## src/logic/csm_defs.svh

```systemverilog
// Register offsets, field positions and reset values of the sensor status map
`ifndef CSM_DEFS_SVH
`define CSM_DEFS_SVH

`define CSM_IDX_PRODUCT_IDENTIFIER   8'h00
`define CSM_IDX_FIRMWARE_REVISION    8'h01
`define CSM_IDX_SYSTEM_FLAGS         8'h10
`define CSM_IDX_DETECTION_STATUS     8'h31
`define CSM_IDX_SENSE_COUNT_HIGH     8'h42
`define CSM_IDX_SENSE_COUNT_LOW      8'h43
`define CSM_IDX_DEFAULT_POINTER      8'hC8
`define CSM_OFF_IRQ_STATUS           12'h400
`define CSM_OFF_IRQ_MASK             12'h404
`define CSM_OFF_LIVE_POINTER         12'h408

`define CSM_SYS_POLARITY_BIT         5
`define CSM_SYS_HALT_BIT             4
`define CSM_SYS_SLOW_BIT             3
`define CSM_SYS_TUNING_BIT           2
`define CSM_SYS_FULLSPEED_BIT        0
`define CSM_STS_TOUCH_BIT            1
`define CSM_STS_PROX_BIT             0

`define CSM_IRQ_TOUCH_RISE_BIT       0
`define CSM_IRQ_PROX_RISE_BIT        1
`define CSM_IRQ_RESEED_BIT           2
`define CSM_IRQ_WINDOW_BIT           3
`define CSM_IRQ_WIDTH                4

`define CSM_RST_DEFAULT_POINTER      8'h00
`define CSM_RST_IRQ_MASK             4'h0
`define CSM_PRODUCT_ID_VALUE         8'hA5 // Arbitrary value
`define CSM_FIRMWARE_REV_VALUE       8'h01 // Arbitrary value

`endif

```

## src/logic/csm_pkg.sv

```systemverilog
// Types shared by the sensor status map
package csm_pkg;
	typedef struct packed {
		logic        polarity_high;
		logic        ltafilter_halt;
		logic        slow_sample_flag;
		logic        auto_tuning;
		logic        full_speed;
		logic        touch;
		logic        prox;
		logic        prox_debounced;
		logic [15:0] count;
	} csm_sense_s;

	typedef struct packed {
		logic        reseed;
		logic [15:0] reseed_value;
	} csm_reseed_s;
endpackage

```

## src/logic/csm_status_map.sv

```systemverilog
// APB register map of a single-channel capacitive proximity and touch sensor
`timescale 1ns/1ps
`include "csm_defs.svh"

module csm_status_map
	import csm_pkg::*;
(
	input  wire logic        pclk,
	input  wire logic        presetn,
	input  wire logic        psel,
	input  wire logic        penable,
	input  wire logic        pwrite,
	input  wire logic [11:0] paddr,
	input  wire logic [31:0] pwdata,
	output logic      [31:0] prdata,
	output logic             pready,
	output logic             pslverr,
	input  wire csm_sense_s  sense_in,
	input  wire logic        window_start_pin,
	output logic      [7:0]  access_pointer,
	output csm_reseed_s      reseed_out,
	output logic             irq
);

	// ****************************************
	// Input synchronisers
	// ****************************************
	csm_sense_s sense_reg;
	logic       win_reg;
	logic       window_rise;
	logic       touch_rise;
	logic       prox_rise;

	// Counts may be torn across the sync; sensing core must hold them stable
	csm_sync2 #(
		.WIDTH($bits(csm_sense_s))
	) u_sense_sync (
		.pclk    (pclk),
		.presetn (presetn),
		.din     (sense_in),
		.dout    (sense_reg)
	);

	csm_sync2 #(
		.WIDTH(1)
	) u_win_sync (
		.pclk    (pclk),
		.presetn (presetn),
		.din     (window_start_pin),
		.dout    (win_reg)
	);

	// ****************************************
	// Edge events
	// ****************************************
	csm_rise_detect u_win_rise (
		.pclk    (pclk),
		.presetn (presetn),
		.level   (win_reg),
		.rise    (window_rise)
	);

	csm_rise_detect u_touch_rise (
		.pclk    (pclk),
		.presetn (presetn),
		.level   (sense_reg.touch),
		.rise    (touch_rise)
	);

	csm_rise_detect u_prox_rise (
		.pclk    (pclk),
		.presetn (presetn),
		.level   (sense_reg.prox),
		.rise    (prox_rise)
	);

	// ****************************************
	// Bus decode
	// ****************************************
	logic        setup_phase;
	logic        access_phase;
	logic        wr_access;
	logic        rd_access;
	logic [11:0] idx_addr_preset;
	logic        wr_preset;
	logic        wr_live_pointer;
	logic        wr_irq_status;
	logic        wr_irq_mask;

	assign setup_phase     = psel && !penable;
	assign access_phase    = psel && penable;
	assign wr_access       = access_phase && pwrite;
	// Read data is latched at setup so it already stands in the access cycle
	assign rd_access       = setup_phase && !pwrite;
	assign idx_addr_preset = {2'h0, `CSM_IDX_DEFAULT_POINTER, 2'h0};

	// Writes land only at the access edge, when the answer is sampled
	assign wr_preset       = wr_access && paddr == idx_addr_preset;
	assign wr_live_pointer = wr_access && paddr == `CSM_OFF_LIVE_POINTER;
	assign wr_irq_status   = wr_access && paddr == `CSM_OFF_IRQ_STATUS;
	assign wr_irq_mask     = wr_access && paddr == `CSM_OFF_IRQ_MASK;

	// ****************************************
	// Default pointer preset and access pointer
	// ****************************************
	logic [7:0] default_pointer_reg;

	always_ff @(posedge pclk or negedge presetn) begin
		if (!presetn) begin
			default_pointer_reg <= `CSM_RST_DEFAULT_POINTER;
		end else if (wr_preset) begin
			default_pointer_reg <= pwdata[7:0];
		end
	end

	// Window load wins over a same-cycle pointer write
	// load on window
	always_ff @(posedge pclk or negedge presetn) begin
		if (!presetn) begin
			access_pointer <= `CSM_RST_DEFAULT_POINTER;
		end else if (window_rise) begin
			access_pointer <= default_pointer_reg;
		end else if (wr_live_pointer) begin
			access_pointer <= pwdata[7:0];
		end
	end

	// ****************************************
	// Average reseed
	// ****************************************
	logic reseed_event;

	assign reseed_event = touch_rise && !sense_reg.prox_debounced;

	always_ff @(posedge pclk or negedge presetn) begin
		if (!presetn) begin
			reseed_out <= '0;
		end else begin
			reseed_out.reseed       <= reseed_event;
			reseed_out.reseed_value <= sense_reg.count;
		end
	end

	// ****************************************
	// Interrupts
	// ****************************************
	logic [`CSM_IRQ_WIDTH-1:0] irq_status_reg;
	logic [`CSM_IRQ_WIDTH-1:0] irq_mask_reg;
	logic [`CSM_IRQ_WIDTH-1:0] irq_events;
	logic [`CSM_IRQ_WIDTH-1:0] irq_clear;
	logic [`CSM_IRQ_WIDTH-1:0] irq_status_next;

	always_comb begin
		irq_events = '0;
		irq_events[`CSM_IRQ_TOUCH_RISE_BIT] = touch_rise;
		irq_events[`CSM_IRQ_PROX_RISE_BIT]  = prox_rise;
		irq_events[`CSM_IRQ_RESEED_BIT]     = reseed_event;
		irq_events[`CSM_IRQ_WINDOW_BIT]     = window_rise;
	end

	assign irq_clear       = wr_irq_status ? pwdata[`CSM_IRQ_WIDTH-1:0] : '0;
	// Set wins over a same-cycle clear
	assign irq_status_next = (irq_status_reg & ~irq_clear) | irq_events;

	always_ff @(posedge pclk or negedge presetn) begin
		if (!presetn) begin
			irq_status_reg <= '0;
		end else begin
			irq_status_reg <= irq_status_next;
		end
	end

	always_ff @(posedge pclk or negedge presetn) begin
		if (!presetn) begin
			irq_mask_reg <= `CSM_RST_IRQ_MASK;
		end else if (wr_irq_mask) begin
			irq_mask_reg <= pwdata[`CSM_IRQ_WIDTH-1:0];
		end
	end

	// Built from the next status so the line rises with its bit, not a cycle later
	always_ff @(posedge pclk or negedge presetn) begin
		if (!presetn) begin
			irq <= 1'b0;
		end else begin
			irq <= |(irq_status_next & irq_mask_reg);
		end
	end

	// ****************************************
	// Read data
	// ****************************************
	logic [7:0]  sys_flags;
	logic [7:0]  det_status;
	logic [31:0] rd_next;
	logic        err_next;

	always_comb begin
		sys_flags  = 8'h00;
		det_status = 8'h00;
		sys_flags[`CSM_SYS_POLARITY_BIT]  = sense_reg.polarity_high;
		sys_flags[`CSM_SYS_HALT_BIT]      = sense_reg.ltafilter_halt;
		sys_flags[`CSM_SYS_SLOW_BIT]      = sense_reg.slow_sample_flag;
		sys_flags[`CSM_SYS_TUNING_BIT]    = sense_reg.auto_tuning;
		sys_flags[`CSM_SYS_FULLSPEED_BIT] = sense_reg.full_speed;
		det_status[`CSM_STS_TOUCH_BIT]    = sense_reg.touch;
		det_status[`CSM_STS_PROX_BIT]     = sense_reg.prox;
	end

	// Indexed registers sit at four times their byte index; IRQ and live pointer registers at fixed offsets
	always_comb begin
		rd_next  = 32'h0000_0000;
		err_next = 1'b0;
		if (paddr == {2'h0, `CSM_IDX_PRODUCT_IDENTIFIER, 2'h0}) begin
			rd_next[7:0] = `CSM_PRODUCT_ID_VALUE;
		end else if (paddr == {2'h0, `CSM_IDX_FIRMWARE_REVISION, 2'h0}) begin
			rd_next[7:0] = `CSM_FIRMWARE_REV_VALUE;
		end else if (paddr == {2'h0, `CSM_IDX_SYSTEM_FLAGS, 2'h0}) begin
			rd_next[7:0] = sys_flags;
		end else if (paddr == {2'h0, `CSM_IDX_DETECTION_STATUS, 2'h0}) begin
			rd_next[7:0] = det_status;
		end else if (paddr == {2'h0, `CSM_IDX_SENSE_COUNT_HIGH, 2'h0}) begin
			rd_next[7:0] = sense_reg.count[15:8];
		end else if (paddr == {2'h0, `CSM_IDX_SENSE_COUNT_LOW, 2'h0}) begin
			rd_next[7:0] = sense_reg.count[7:0];
		end else if (paddr == idx_addr_preset) begin
			rd_next[7:0] = default_pointer_reg;
		end else if (paddr == `CSM_OFF_IRQ_STATUS) begin
			rd_next[`CSM_IRQ_WIDTH-1:0] = irq_status_reg;
		end else if (paddr == `CSM_OFF_IRQ_MASK) begin
			rd_next[`CSM_IRQ_WIDTH-1:0] = irq_mask_reg;
		end else if (paddr == `CSM_OFF_LIVE_POINTER) begin
			rd_next[7:0] = access_pointer;
		end else begin
			err_next = 1'b1;
		end
	end

	// ****************************************
	// Bus answer
	// ****************************************
	// Answer one cycle after setup so outputs stay registered; no wait states
	always_ff @(posedge pclk or negedge presetn) begin
		if (!presetn) begin
			pready <= 1'b0;
		end else begin
			pready <= setup_phase;
		end
	end

	// Unmapped reads and writes alike answer with an error
	always_ff @(posedge pclk or negedge presetn) begin
		if (!presetn) begin
			pslverr <= 1'b0;
		end else begin
			pslverr <= setup_phase && err_next;
		end
	end

	// Read data holds until the next read setup
	always_ff @(posedge pclk or negedge presetn) begin
		if (!presetn) begin
			prdata <= 32'h0000_0000;
		end else if (rd_access) begin
			prdata <= rd_next;
		end
	end

endmodule

// ****************************************
// Two-flop synchroniser
// ****************************************
module csm_sync2 #(
	parameter int WIDTH = 1
) (
	input  wire logic             pclk,
	input  wire logic             presetn,
	input  wire logic [WIDTH-1:0] din,
	output logic      [WIDTH-1:0] dout
);
	logic [WIDTH-1:0] meta_reg;

	// Only the second flop feeds logic
	always_ff @(posedge pclk or negedge presetn) begin
		if (!presetn) begin
			meta_reg <= '0;
			dout     <= '0;
		end else begin
			meta_reg <= din;
			dout     <= meta_reg;
		end
	end

endmodule

// ****************************************
// Rising edge detector
// ****************************************
module csm_rise_detect (
	input  wire logic pclk,
	input  wire logic presetn,
	input  wire logic level,
	output logic      rise
);
	logic level_prev_reg;

	// Cleared to the idle low level so reset gives no false edge
	always_ff @(posedge pclk or negedge presetn) begin
		if (!presetn) begin
			level_prev_reg <= 1'b0;
		end else begin
			level_prev_reg <= level;
		end
	end

	assign rise = level && !level_prev_reg;

endmodule

```

## config.mk

```make
export PLATFORM = sky130hd
export DESIGN_NAME = csm_status_map
export DESIGN_NICKNAME = d
export VERILOG_FILES = /design/src/logic/csm_pkg.sv /design/src/logic/csm_status_map.sv
export VERILOG_INCLUDE_DIRS = /design/src /design/src/logic
export SDC_FILE = /design/constraint.sdc
export NUM_CORES = 1
export LEC_CHECK = 0
export BUFFER_PORTS_ARGS = -buffer_cell sky130_fd_sc_hd__buf_4
export CAP_MARGIN = 40
export CELL_PAD_IN_SITES_DETAIL_PLACEMENT = 1
export CELL_PAD_IN_SITES_GLOBAL_PLACEMENT = 2
export CORE_AREA = 2 2 116 118
export DETAILED_ROUTE_END_ITERATION = 8
export DIE_AREA = 0 0 118 120
export PLACE_DENSITY_LB_ADDON = 0.1
export SLEW_MARGIN = 30
export SYNTH_ARGS = -nofsm -noshare
export SYNTH_HDL_FRONTEND = slang
export SYNTH_SLANG_ARGS = --single-unit
```

## constraint.sdc

```tcl
create_clock -name pclk -period 1.63 [get_ports pclk]
set_input_delay 0.326 -clock pclk [delete_from_list [all_inputs] [get_ports pclk]]
set_output_delay 0.326 -clock pclk [all_outputs]
set_load 0.03 [all_outputs]
```

==> impl_metrics.csv, run 1 <==
group,metric,value,unit
worst_setup_path,r2r_start,"u_win_sync.dout$_DFF_PN0_",
worst_setup_path,crit_path_start,"paddr[9]",
routing,post_drt_wl_per_cell,17.0,µm
clock_tree,cts_buffer_depth,2,
final_layout,instances_no_fill,640,
floorplanning,io_pins,134,
synthesis,synthCells,314,
synthesis,ys_top_cells_by_area,"dfrtp_1 64%, buf_4 4.6%, mux2_2 3.9%",
worst_setup_path,slowest_delay,0.55,ns
routing,detail-route-antenna-nets,0,
worst_setup_path,cp_top_family,"simple AND/OR/NAND/NOR gates",
final_layout,fin_nets,533,
floorplanning,die_w,118,µm
sta,post-route-min-period,1.64,ns
synthesis,synth_top_area_share,64.4,%
worst_hold_path,hold_class,"input port to flop",
sta,holdWs,0.0729,ns
sta,drv_slew,0,
worst_hold_path,holdPathStages,1,
final_layout,multi_input_area,0.00137,mm²
worst_setup_path,cp.required,1.87,ns
grt,grt_start_max_net_pins,62,
placed_design,dp_cells,621,
clock_tree,cts.htree.levels,3,
outcome,outcome,"complete, but fails checks",
floorplanning,start_util,31.5,%
placed_design,io_buffer_count,85,
final_layout,regArea,0.00263,mm²
synthesis,synth.distinct_cells,54,
worst_setup_path,crit_path_max_fanout,6,
placed_design,place.gp.congestion,0.828,
grt,use_met3,3.23,%
synthesis,ys_seq_elements,105,
worst_setup_path,crit_arrival,1.88,ns
power,comb_power_share,10.3,%
routing,drtIter0Drc,109,
worst_setup_path,cp-start-kind,"input port",
outcome,failed_checks,"negative setup slack",
worst_setup_path,endpoint_kind,"flop",
grt,grt_use_met2,26.2,%
grt,use_met1,21.1,%
routing,wl,10900,µm
synthesis,synthArstFlopShare,100,%
power,p_seq_share,50.0,%
synthesis,ys.flop_type,"dfrtp_1",
power,internal_power,4.14,mW
synthesis,yosysWarnings,0,
grt,grt_pass1_wl,17200,µm
power,sw_frac_of_total,24.6,%
placed_design,pre_cts_slack,-0.480,ns
sta,max_freq,610,MHz
worst_setup_path,cpMaxStageDelayCell,"or4b_4",
floorplanning,dieArea,0.0142,mm²
placed_design,dp_hpwl,8370,µm
sta,post-route-period-util,101,%
worst_setup_path,r2r_cells,5,
final_layout,antenna_cells,0,
worst_hold_path,worstHoldStart,"sense_in[3]",
sta,finalWorstSetupSlack,-0.00862,ns
clock_tree,cts_root_buf,"clkbuf_16",
worst_setup_path,critPathBufInv,1,
grt,grt_use_total,16.2,%
floorplanning,core_area,0.0130,mm²
sta,tns,-0.00862,ns
power,p_switching,1.35,mW
clock_tree,cts_tree,"yes",
worst_setup_path,worst-path-stages,6,
synthesis,syn_area_per_cell,13.0,µm²
synthesis,seq_area_frac_synth,64.4,%
clock_tree,worstSkewPairLatency,0.35,ns
power,peakVddDrop,0.543,mV
worst_setup_path,path_cells,"buf_6 -> or4b_4 -> nor3_4 -> and4b_1 -> o22ai_1 -> a221o_1",
floorplanning,rows,42,
routing,vias_per_cell,4.58,
sta,rsz0062_at_grt,"yes",
synthesis,synth.most_common_cell,"dfrtp_1",
power,power_leakage,2.71,nW
power,fin_total_pwr,5.49,mW
power,p_clk_share,39.7,%
synthesis,synth_area,0.00408,mm²
sta,final.setup_skew,0.00689,ns
clock_tree,cts_made_buffers,9,
synthesis,synth_edf_count,0,
routing,drcViolationCount,0,
run,maxCapViolations,0,
sta,hold_viol,0,
grt,grt_pass1_vias,3145,
synthesis,synth_commonest_cells,"105 x dfrtp_1, 25 x buf_4, 19 x nand2_1, 19 x o21ai_0, 14 x mux2_2",
synthesis,synth_largest_area_cell,"dfrtp_1",
final_layout,nFillCells,1427,
floorplanning,die_h,120,µm
worst_setup_path,worstSetupPathType,"input port to flop",
final_layout,layout-drive-gt1-share,41.6,%
clock_tree,cts.sinks,105,
power,p_per_area,966,mW/mm²
clock_tree,clk_pin_slew,0.07,ns
final_layout,synthToLayoutAreaGrowth,39.3,%
routing,firstDrtPassIters,6,
grt,grt_antenna_before_repair,0,
routing,vias,2928,
sta,setup_violations,1,
grt,gr-max-usage-layer,"met2",
grt,grt-ovfl-total,0,
==> layout by cell type, fill, tap and decap left out, types with 3 or more instances in the layout <==
master     count
a21oi_1        8
nor2b_1        3
mux2_2        10
conb_1        24
inv_1          4
o21ai_0       19
nand2b_1       6
buf_6          3
nand3_1        7
clkbuf_16      9
o22ai_1        4
and3_1         4
and4b_1        3
nand2_1       19
mux2i_1       11
a22oi_1        3
dfrtp_1      105
mux2_4         4
nor2_1         9
o31ai_1        4
a31oi_1        3
buf_4        142
nor3b_1        3
a2bb2oi_1      3
==> power groups by stage <==
stage               Clock, mW  Sequential [mW]  Combinational (mW)
finish                   2.18             2.74               0.567
floorplan                   0             2.85               0.209
global placement            0             2.79               0.559
detailed placement          0             2.79               0.563
CTS                      2.28             2.75               0.569
global route             2.36             2.75               0.611
==> path summary, 6_finish.rpt <==
check	to	slack, ns
setup / recovery	irq$_DFF_PN0_	-0.009
hold / removal	u_sense_sync.meta_reg[3]$_DFF_PN0_	0.07
setup reg to reg	irq$_DFF_PN0_	0.23
hold reg to reg	u_sense_sync.dout[6]$_DFF_PN0_	0.35
max in group asynchronous	u_sense_sync.dout[22]$_DFF_PN0_	0.84
min in group asynchronous	irq$_DFF_PN0_	0.50
==> through the flow <==
step | util (%) | area [µm²]
after detailed placement | 40.8 | 5300
final | 43.8 | 5690
after global placement | 40.8 | 5300
after global routing | 43.8 | 5690
after floorplan | - | 4220
after CTS | 43.5 | 5640
==> kinds of logic (layout without fill, tap and decap cells) <==
group / Yosys count / in the layout / synth area share (%)
buffers and inverters: 41 / 168 / 6.40
DFF: 105 / 105 / 64.4
other: 1 / 24 / 0.0919
and+or+nand+nor: 77 / 77 / 11.9
AOI/OAI and AO/OA: 64 / 64 / 10.5
xor gates and xnor gates: 1 / 1 / 0.215
muxes: 25 / 25 / 6.56
==> per-layer routing <==
layer / part of all wire [%] / vias to the layer above
met5: 0 / -
met4: 1.7 / 0
met3: 3.9 / 11
met2: 49 / 68
met1: 46 / 1475
li1: - / 1374
==> worst reg2reg max path: stages, from the launching register on <==
cell	delay [ns]
dfrtp_1	0.38
nor2b_1	0.13
buf_4	0.14
and4b_1	0.24
o22ai_1	0.12
a221o_1	0.27
==> repair_timing <==
item                       CTS  global route
setup endpoints to repair   13            23
pin swaps                    5             5
hold endpoints to repair   100             0
hold buffers                 1             0
resized for setup            6             7
buffers inserted             1             1
==> final cells by class <==
type / count / area share (%)
Timing Repair Buffer: 148 / 20.2
Clock buffer: 10 / 4.03
Clock inverter: 6 / 1.32
Tap cell: 176 / 3.87
Multi-Input combinational cell: 191 / 24.1
Inverter: 4 / 0.264
Sequential cell: 105 / 46.2
No activity file was read; power rests on OpenSTA's default activity.
==> inputs of run 2 (changes only) <==
==> constraint.sdc (replaced) <==
create_clock -name pclk -period 1.63 [get_ports pclk]
set_input_delay 0.326 -clock pclk [delete_from_list [all_inputs] [get_ports pclk]]
set_output_delay 0.326 -clock pclk [all_outputs]
set_load 0.02 [all_outputs]
==> run 2 against run 1 <==
  * The run still ends with negative setup slack left
  * First-iteration DRC count increased by 29%
  * Die area stayed put
  * Fmax decreased by 0.64%
  * Hold slack got worse by 0.063 ns
  * Sequential power barely moved
  * Clock-buffer cell count is the same
  * Via count shrank 0.20%
  * Clock power is 3% higher
  * Final area down 0.57%
  * Wire length is 0.67% lower
  * Final cell count shrank 0.47%
  * Highest routed layer unchanged
==> impl_metrics.csv, run 2 (same netlist as run 1, synthesis figures left out) <==
group,metric,value,unit
routing,wl,10800,µm
power,p_seq_share,50.0,%
clock_tree,clk_pin_slew,0.07,ns
sta,worstMarginPinSlew,0.578,ns
routing,drcViolationCount,0,
power,power_leakage,2.70,nW
placed_design,place.gp.congestion,0.823,
routing,drtIter0Drc,141,
clock_tree,cts_made_buffers,9,
worst_setup_path,crit_arrival,1.88,ns
grt,grt_pass1_vias,3150,
placed_design,dp_hpwl,8210,µm
sta,final.setup_skew,0.00829,ns
final_layout,synthToLayoutAreaGrowth,38.5,%
sta,relSlewSlack,61.5,%
clock_tree,cts_hold_buf,0,
outcome,failed_checks,"negative setup slack",
worst_setup_path,worstSetupPathType,"input port to flop",
grt,grt_antenna_before_repair,0,
grt,grt_use_total,16.1,%
final_layout,final_cell_mix,"142 x buf_4, 105 x dfrtp_1, 24 x conb_1",
run,maxCapViolations,0,
sta,rsz0062_at_grt,"yes",
floorplanning,rows,42,
grt,grt_start_max_net_pins,106,
worst_setup_path,cp-start-kind,"input port",
grt,grt_pass1_wl,17300,µm
floorplanning,die_w,118,µm
sta,finalWorstSetupSlack,-0.0192,ns
power,p_switching,1.31,mW
clock_tree,cts_root_buf,"clkbuf_16",
sta,drv_slew,0,
clock_tree,cts.sinks,105,
routing,vias_per_cell,4.59,
placed_design,io_buffer_count,85,
final_layout,nFillCells,1416,
power,p_per_area,970,mW/mm²
power,peakVddDrop,0.488,mV
sta,hold_viol,0,
floorplanning,core_area,0.0130,mm²
final_layout,instances_no_fill,637,
final_layout,design_area,0.00565,mm²
placed_design,placed_cell_area,0.00528,mm²
sta,tns,-0.0192,ns
final_layout,regArea,0.00263,mm²
worst_setup_path,cp.required,1.87,ns
placed_design,dp_cells,619,
clock_tree,cts_tree,"yes",
final_layout,layout_commonest_cell,"buf_4",
sta,post-route-min-period,1.65,ns
clock_tree,cts.htree.levels,3,
outcome,outcome,"complete, but fails checks",
floorplanning,start_util,31.5,%
power,p_clk_share,40.8,%
power,internal_power,4.17,mW
power,sw_frac_of_total,23.9,%
final_layout,fin_nets,530,
final_layout,antenna_cells,0,
clock_tree,worstSkewPairLatency,0.35,ns
floorplanning,io_pins,134,
grt,grt-ovfl-total,0,
routing,firstDrtPassIters,5,
final_layout,layout-drive-gt1-share,41.6,%
worst_hold_path,hold_class,"input port to async pin",
sta,post-route-period-util,101,%
power,fin_total_pwr,5.48,mW
routing,detail-route-antenna-nets,0,
routing,post_drt_wl_per_cell,16.9,µm
sta,max_freq,606,MHz
routing,vias,2922,
worst_setup_path,crit_path_max_fanout,6,
floorplanning,die_h,120,µm
final_layout,multi_input_area,0.00136,mm²
clock_tree,cts_buffer_depth,2,
floorplanning,dieArea,0.0142,mm²
sta,holdWs,0.0100,ns
worst_setup_path,endpoint_kind,"flop",
power,comb_power_share,9.2,%
sta,setup_violations,1,
[run 2: layout make-up]
type / count / area share, %
well taps: 176 / 3.90
clock inverters: 6 / 1.35
flip-flops and latches: 105 / 46.5
inverters: 4 / 0.266
multi-input cells: 191 / 24.0
repair buffers: 145 / 19.8
clock buffers: 10 / 4.23
[run 2: through the flow]
step,util [%],worst slack [ns]
after global placement,40.7,-0.399
after global routing,43.6,-0.0458
final,43.6,-0.0192
after detailed placement,40.7,-0.454
after floorplan,-,-0.197
after CTS,43.2,-0.0175
[run 2: worst max-delay path, cell delays in order]
cell     delay (ns)
buf_6          0.09
or4b_4         0.58
nor3_4         0.26
and4b_1        0.25
o22ai_1        0.11
a221o_1        0.26
[run 2: what timing repair did]
action,4_1_cts,5_1_grt
gates resized for setup,3,8
buffers inserted,0,2
endpoints found under the setup margin,12,26
pin swaps,2,1
gates cloned,0,0
[run 2: routing by layer]
metal | vias up | GRT usage (%) | share of wire, %
met5 | - | 0 | 0
met4 | 0 | 5.35 | 1.7
met3 | 12 | 4.90 | 5.7
met2 | 83 | 25.2 | 48
li1 | 1365 | - | -
met1 | 1462 | 21.5 | 45
[run 2: power groups by stage]
| stage | logic [mW] | clock network [mW] | registers (mW) |
|---|---|---|---|
| after global placement | 0.500 | 0 | 2.79 |
| after detailed placement | 0.507 | 0 | 2.79 |
| after global routing | 0.550 | 2.45 | 2.75 |
| after CTS | 0.508 | 2.31 | 2.74 |
| final | 0.505 | 2.24 | 2.74 |
| after floorplan | 0.184 | 0 | 2.82 |
[run 2: path summary, 6_finish.rpt]
| kind | cells after the start | end | startpoint | slack (ns) |
|---|---|---|---|---|
| worst max-delay path | 6 | irq$_DFF_PN0_ | paddr[11] | -0.02 |
| worst min-delay path | 2 | irq_status_reg[1]$_DFF_PN0_ | presetn | 0.01 |
| worst max register to register | 5 | prdata[2]$_DFFE_PN0P_ | access_pointer[2]$_DFFE_PN0P_ | 0.22 |
| worst min register to register | 0 | u_sense_sync.dout[5]$_DFF_PN0_ | u_sense_sync.meta_reg[5]$_DFF_PN0_ | 0.34 |
| max in group asynchronous | 2 | pslverr$_DFF_PN0_ | presetn | 1.16 |
| min in group pclk | 1 | u_sense_sync.meta_reg[7]$_DFF_PN0_ | sense_in[7] | 0.08 |
==> inputs of run 3 (changes only) <==
--- a/config.mk
+++ b/config.mk
@@ -9,10 +9,10 @@
 export BUFFER_PORTS_ARGS = -buffer_cell sky130_fd_sc_hd__buf_4
 export CAP_MARGIN = 40
 export CELL_PAD_IN_SITES_DETAIL_PLACEMENT = 1
-export CELL_PAD_IN_SITES_GLOBAL_PLACEMENT = 2
-export CORE_AREA = 2 2 116 118
+export CELL_PAD_IN_SITES_GLOBAL_PLACEMENT = 1
+export CORE_AREA = 2 2 106 108
 export DETAILED_ROUTE_END_ITERATION = 8
-export DIE_AREA = 0 0 118 120
+export DIE_AREA = 0 0 108 110
 export PLACE_DENSITY_LB_ADDON = 0.1
 export SLEW_MARGIN = 30
 export SYNTH_ARGS = -nofsm -noshare
==> run 3 against run 2 <==
  * The run still ends with negative setup slack left
  * Global-route usage is 3.1 points higher
  * Sequential cell count stayed put
  * Via count is 2.1% higher
  * Clock-buffer cell count stayed put
  * Sequential power hardly changed
==> impl_metrics.csv, run 3 (same netlist as run 1, synthesis figures left out) <==
group,metric,value,unit
final_layout,layout_commonest_cell,"buf_4",
final_layout,layout-drive-gt1-share,41.6,%
routing,vias_per_cell,4.96,
clock_tree,worstSkewPairLatency,0.37,ns
sta,hold_viol,0,
final_layout,nFillCells,1161,
worst_setup_path,critPathBufInv,1,
floorplanning,dieArea,0.0119,mm²
final_layout,multi_input_area,0.00136,mm²
worst_setup_path,endpoint_kind,"flop",
placed_design,io_buffer_count,85,
routing,post_drt_wl_per_cell,18.0,µm
routing,detail-route-antenna-nets,0,
power,power_leakage,2.65,nW
final_layout,instances_no_fill,602,
worst_setup_path,path_cells,"buf_6 -> or4b_4 -> nor3_4 -> nand3_2 -> a22o_1 -> a221o_1",
sta,post-route-min-period,1.65,ns
floorplanning,die_h,110,µm
worst_setup_path,cp.required,1.89,ns
clock_tree,clk_pin_slew,0.10,ns
clock_tree,cts.sinks,105,
routing,drcViolationCount,0,
floorplanning,core_area,0.0107,mm²
worst_setup_path,cpMaxStageDelayCell,"or4b_4",
sta,setup_violations,1,
worst_setup_path,cp_top_family,"simple AND/OR/NAND/NOR gates",
floorplanning,io_pins,134,
sta,post-route-period-util,101,%
power,p_per_area,870,mW/mm²
floorplanning,rows,38,
outcome,failed_checks,"negative setup slack",
placed_design,pre_cts_slack,-0.484,ns
worst_setup_path,crit_path_max_fanout,6,
routing,wl,10800,µm
sta,max_freq,606,MHz
sta,holdWs,0.0503,ns
placed_design,dp_cells,584,
floorplanning,start_util,38.2,%
worst_setup_path,slowest_delay,0.57,ns
sta,rsz0062_at_grt,"yes",
grt,grt_start_max_net_pins,46,
clock_tree,cts_made_buffers,9,
final_layout,fin_nets,532,
grt,grt-ovfl-total,0,
run,maxCapViolations,0,
worst_setup_path,worstSetupPathType,"input port to flop",
grt,grt_antenna_before_repair,0,
power,peakVddDrop,0.549,mV
floorplanning,die_w,108,µm
worst_hold_path,hold_class,"input port to flop",
worst_setup_path,crit_arrival,1.91,ns
clock_tree,cts_buffer_depth,2,
routing,vias,2984,
final_layout,antenna_cells,0,
clock_tree,cts_root_buf,"clkbuf_8",
outcome,outcome,"complete, but fails checks",
grt,grt_use_total,19.2,%
final_layout,utilization,51.4,%
grt,grt_pass1_wl,16800,µm
worst_setup_path,cp-start-kind,"input port",
routing,firstDrtPassIters,4,
sta,tns,-0.0194,ns
routing,drtIter0Drc,81,
clock_tree,cts_tree,"yes",
grt,grt_pass1_vias,3191,
sta,final.setup_skew,0.0128,ns
final_layout,final_cell_mix,"142 x buf_4, 105 x dfrtp_1, 24 x conb_1",
final_layout,regArea,0.00263,mm²
sta,drv_slew,0,
final_layout,synthToLayoutAreaGrowth,34.8,%
placed_design,dp_hpwl,8270,µm
sta,finalWorstSetupSlack,-0.0194,ns
clock_tree,cts.htree.levels,3,
placed_design,place.gp.congestion,0.886,
==> run 3: worst paths after layout <==
kind / cells after the start / startpoint / end / slack, ns
hold / removal: 1 / sense_in[10] / u_sense_sync.meta_reg[10]$_DFF_PN0_ / 0.05
hold reg to reg: 0 / u_sense_sync.meta_reg[23]$_DFF_PN0_ / u_sense_sync.dout[23]$_DFF_PN0_ / 0.35
max in group asynchronous: 3 / presetn / u_win_sync.meta_reg$_DFF_PN0_ / 0.68
setup reg to reg: 5 / u_sense_sync.dout[18]$_DFF_PN0_ / irq$_DFF_PN0_ / 0.16
setup / recovery: 6 / paddr[11] / irq$_DFF_PN0_ / -0.02
min in group asynchronous: 2 / presetn / u_sense_sync.dout[0]$_DFF_PN0_ / 0.40
==> run 3: routing by layer <==
layer  GRT usage [%]  routed length (µm)
met1            25.2                4610
met2            31.4                5410
met3            4.64                 655
met4            6.68                 136
met5               0                   0
==> run 3: cell type report <==
cell class                 count  area share, %
tap                          140           3.18
clock inverter                 5          0.864
inverter                       4          0.273
sequential                   105           47.8
timing repair buffer         147           20.7
clock buffer                  10           2.50
multi-input combinational    191           24.7
==> run 3: worst reg2reg max path: cells and delay by family, from the launching register on <==
family / cells / cell delay, ns
buf+inv: 1 / 0.14
simple gates: 2 / 0.41
flops: 1 / 0.46
compound gates: 2 / 0.35
==> run 3: report_power, final <==
part,switching (mW),internal [mW]
Sequential,0.0432,2.70
Clock,0.913,0.619
Combinational,0.291,0.221
==> run 3: stage by stage <==
stage               total power [mW]  instance area (µm²)
finish                          4.79                 5500
floorplan                       3.01                 4220
detailed placement              3.30                 5240
global placement                3.29                 5240
global route                    5.03                 5500
CTS                             4.86                 5460
==> run 3: what timing repair did <==
action | CTS | global route
endpoints found under the setup margin | 13 | 13
hold buffers | 1 | 0
pin swaps | 0 | 1
endpoints found under the hold margin | 24 | 0
resized for setup | 6 | 7
buffers inserted | 0 | 2
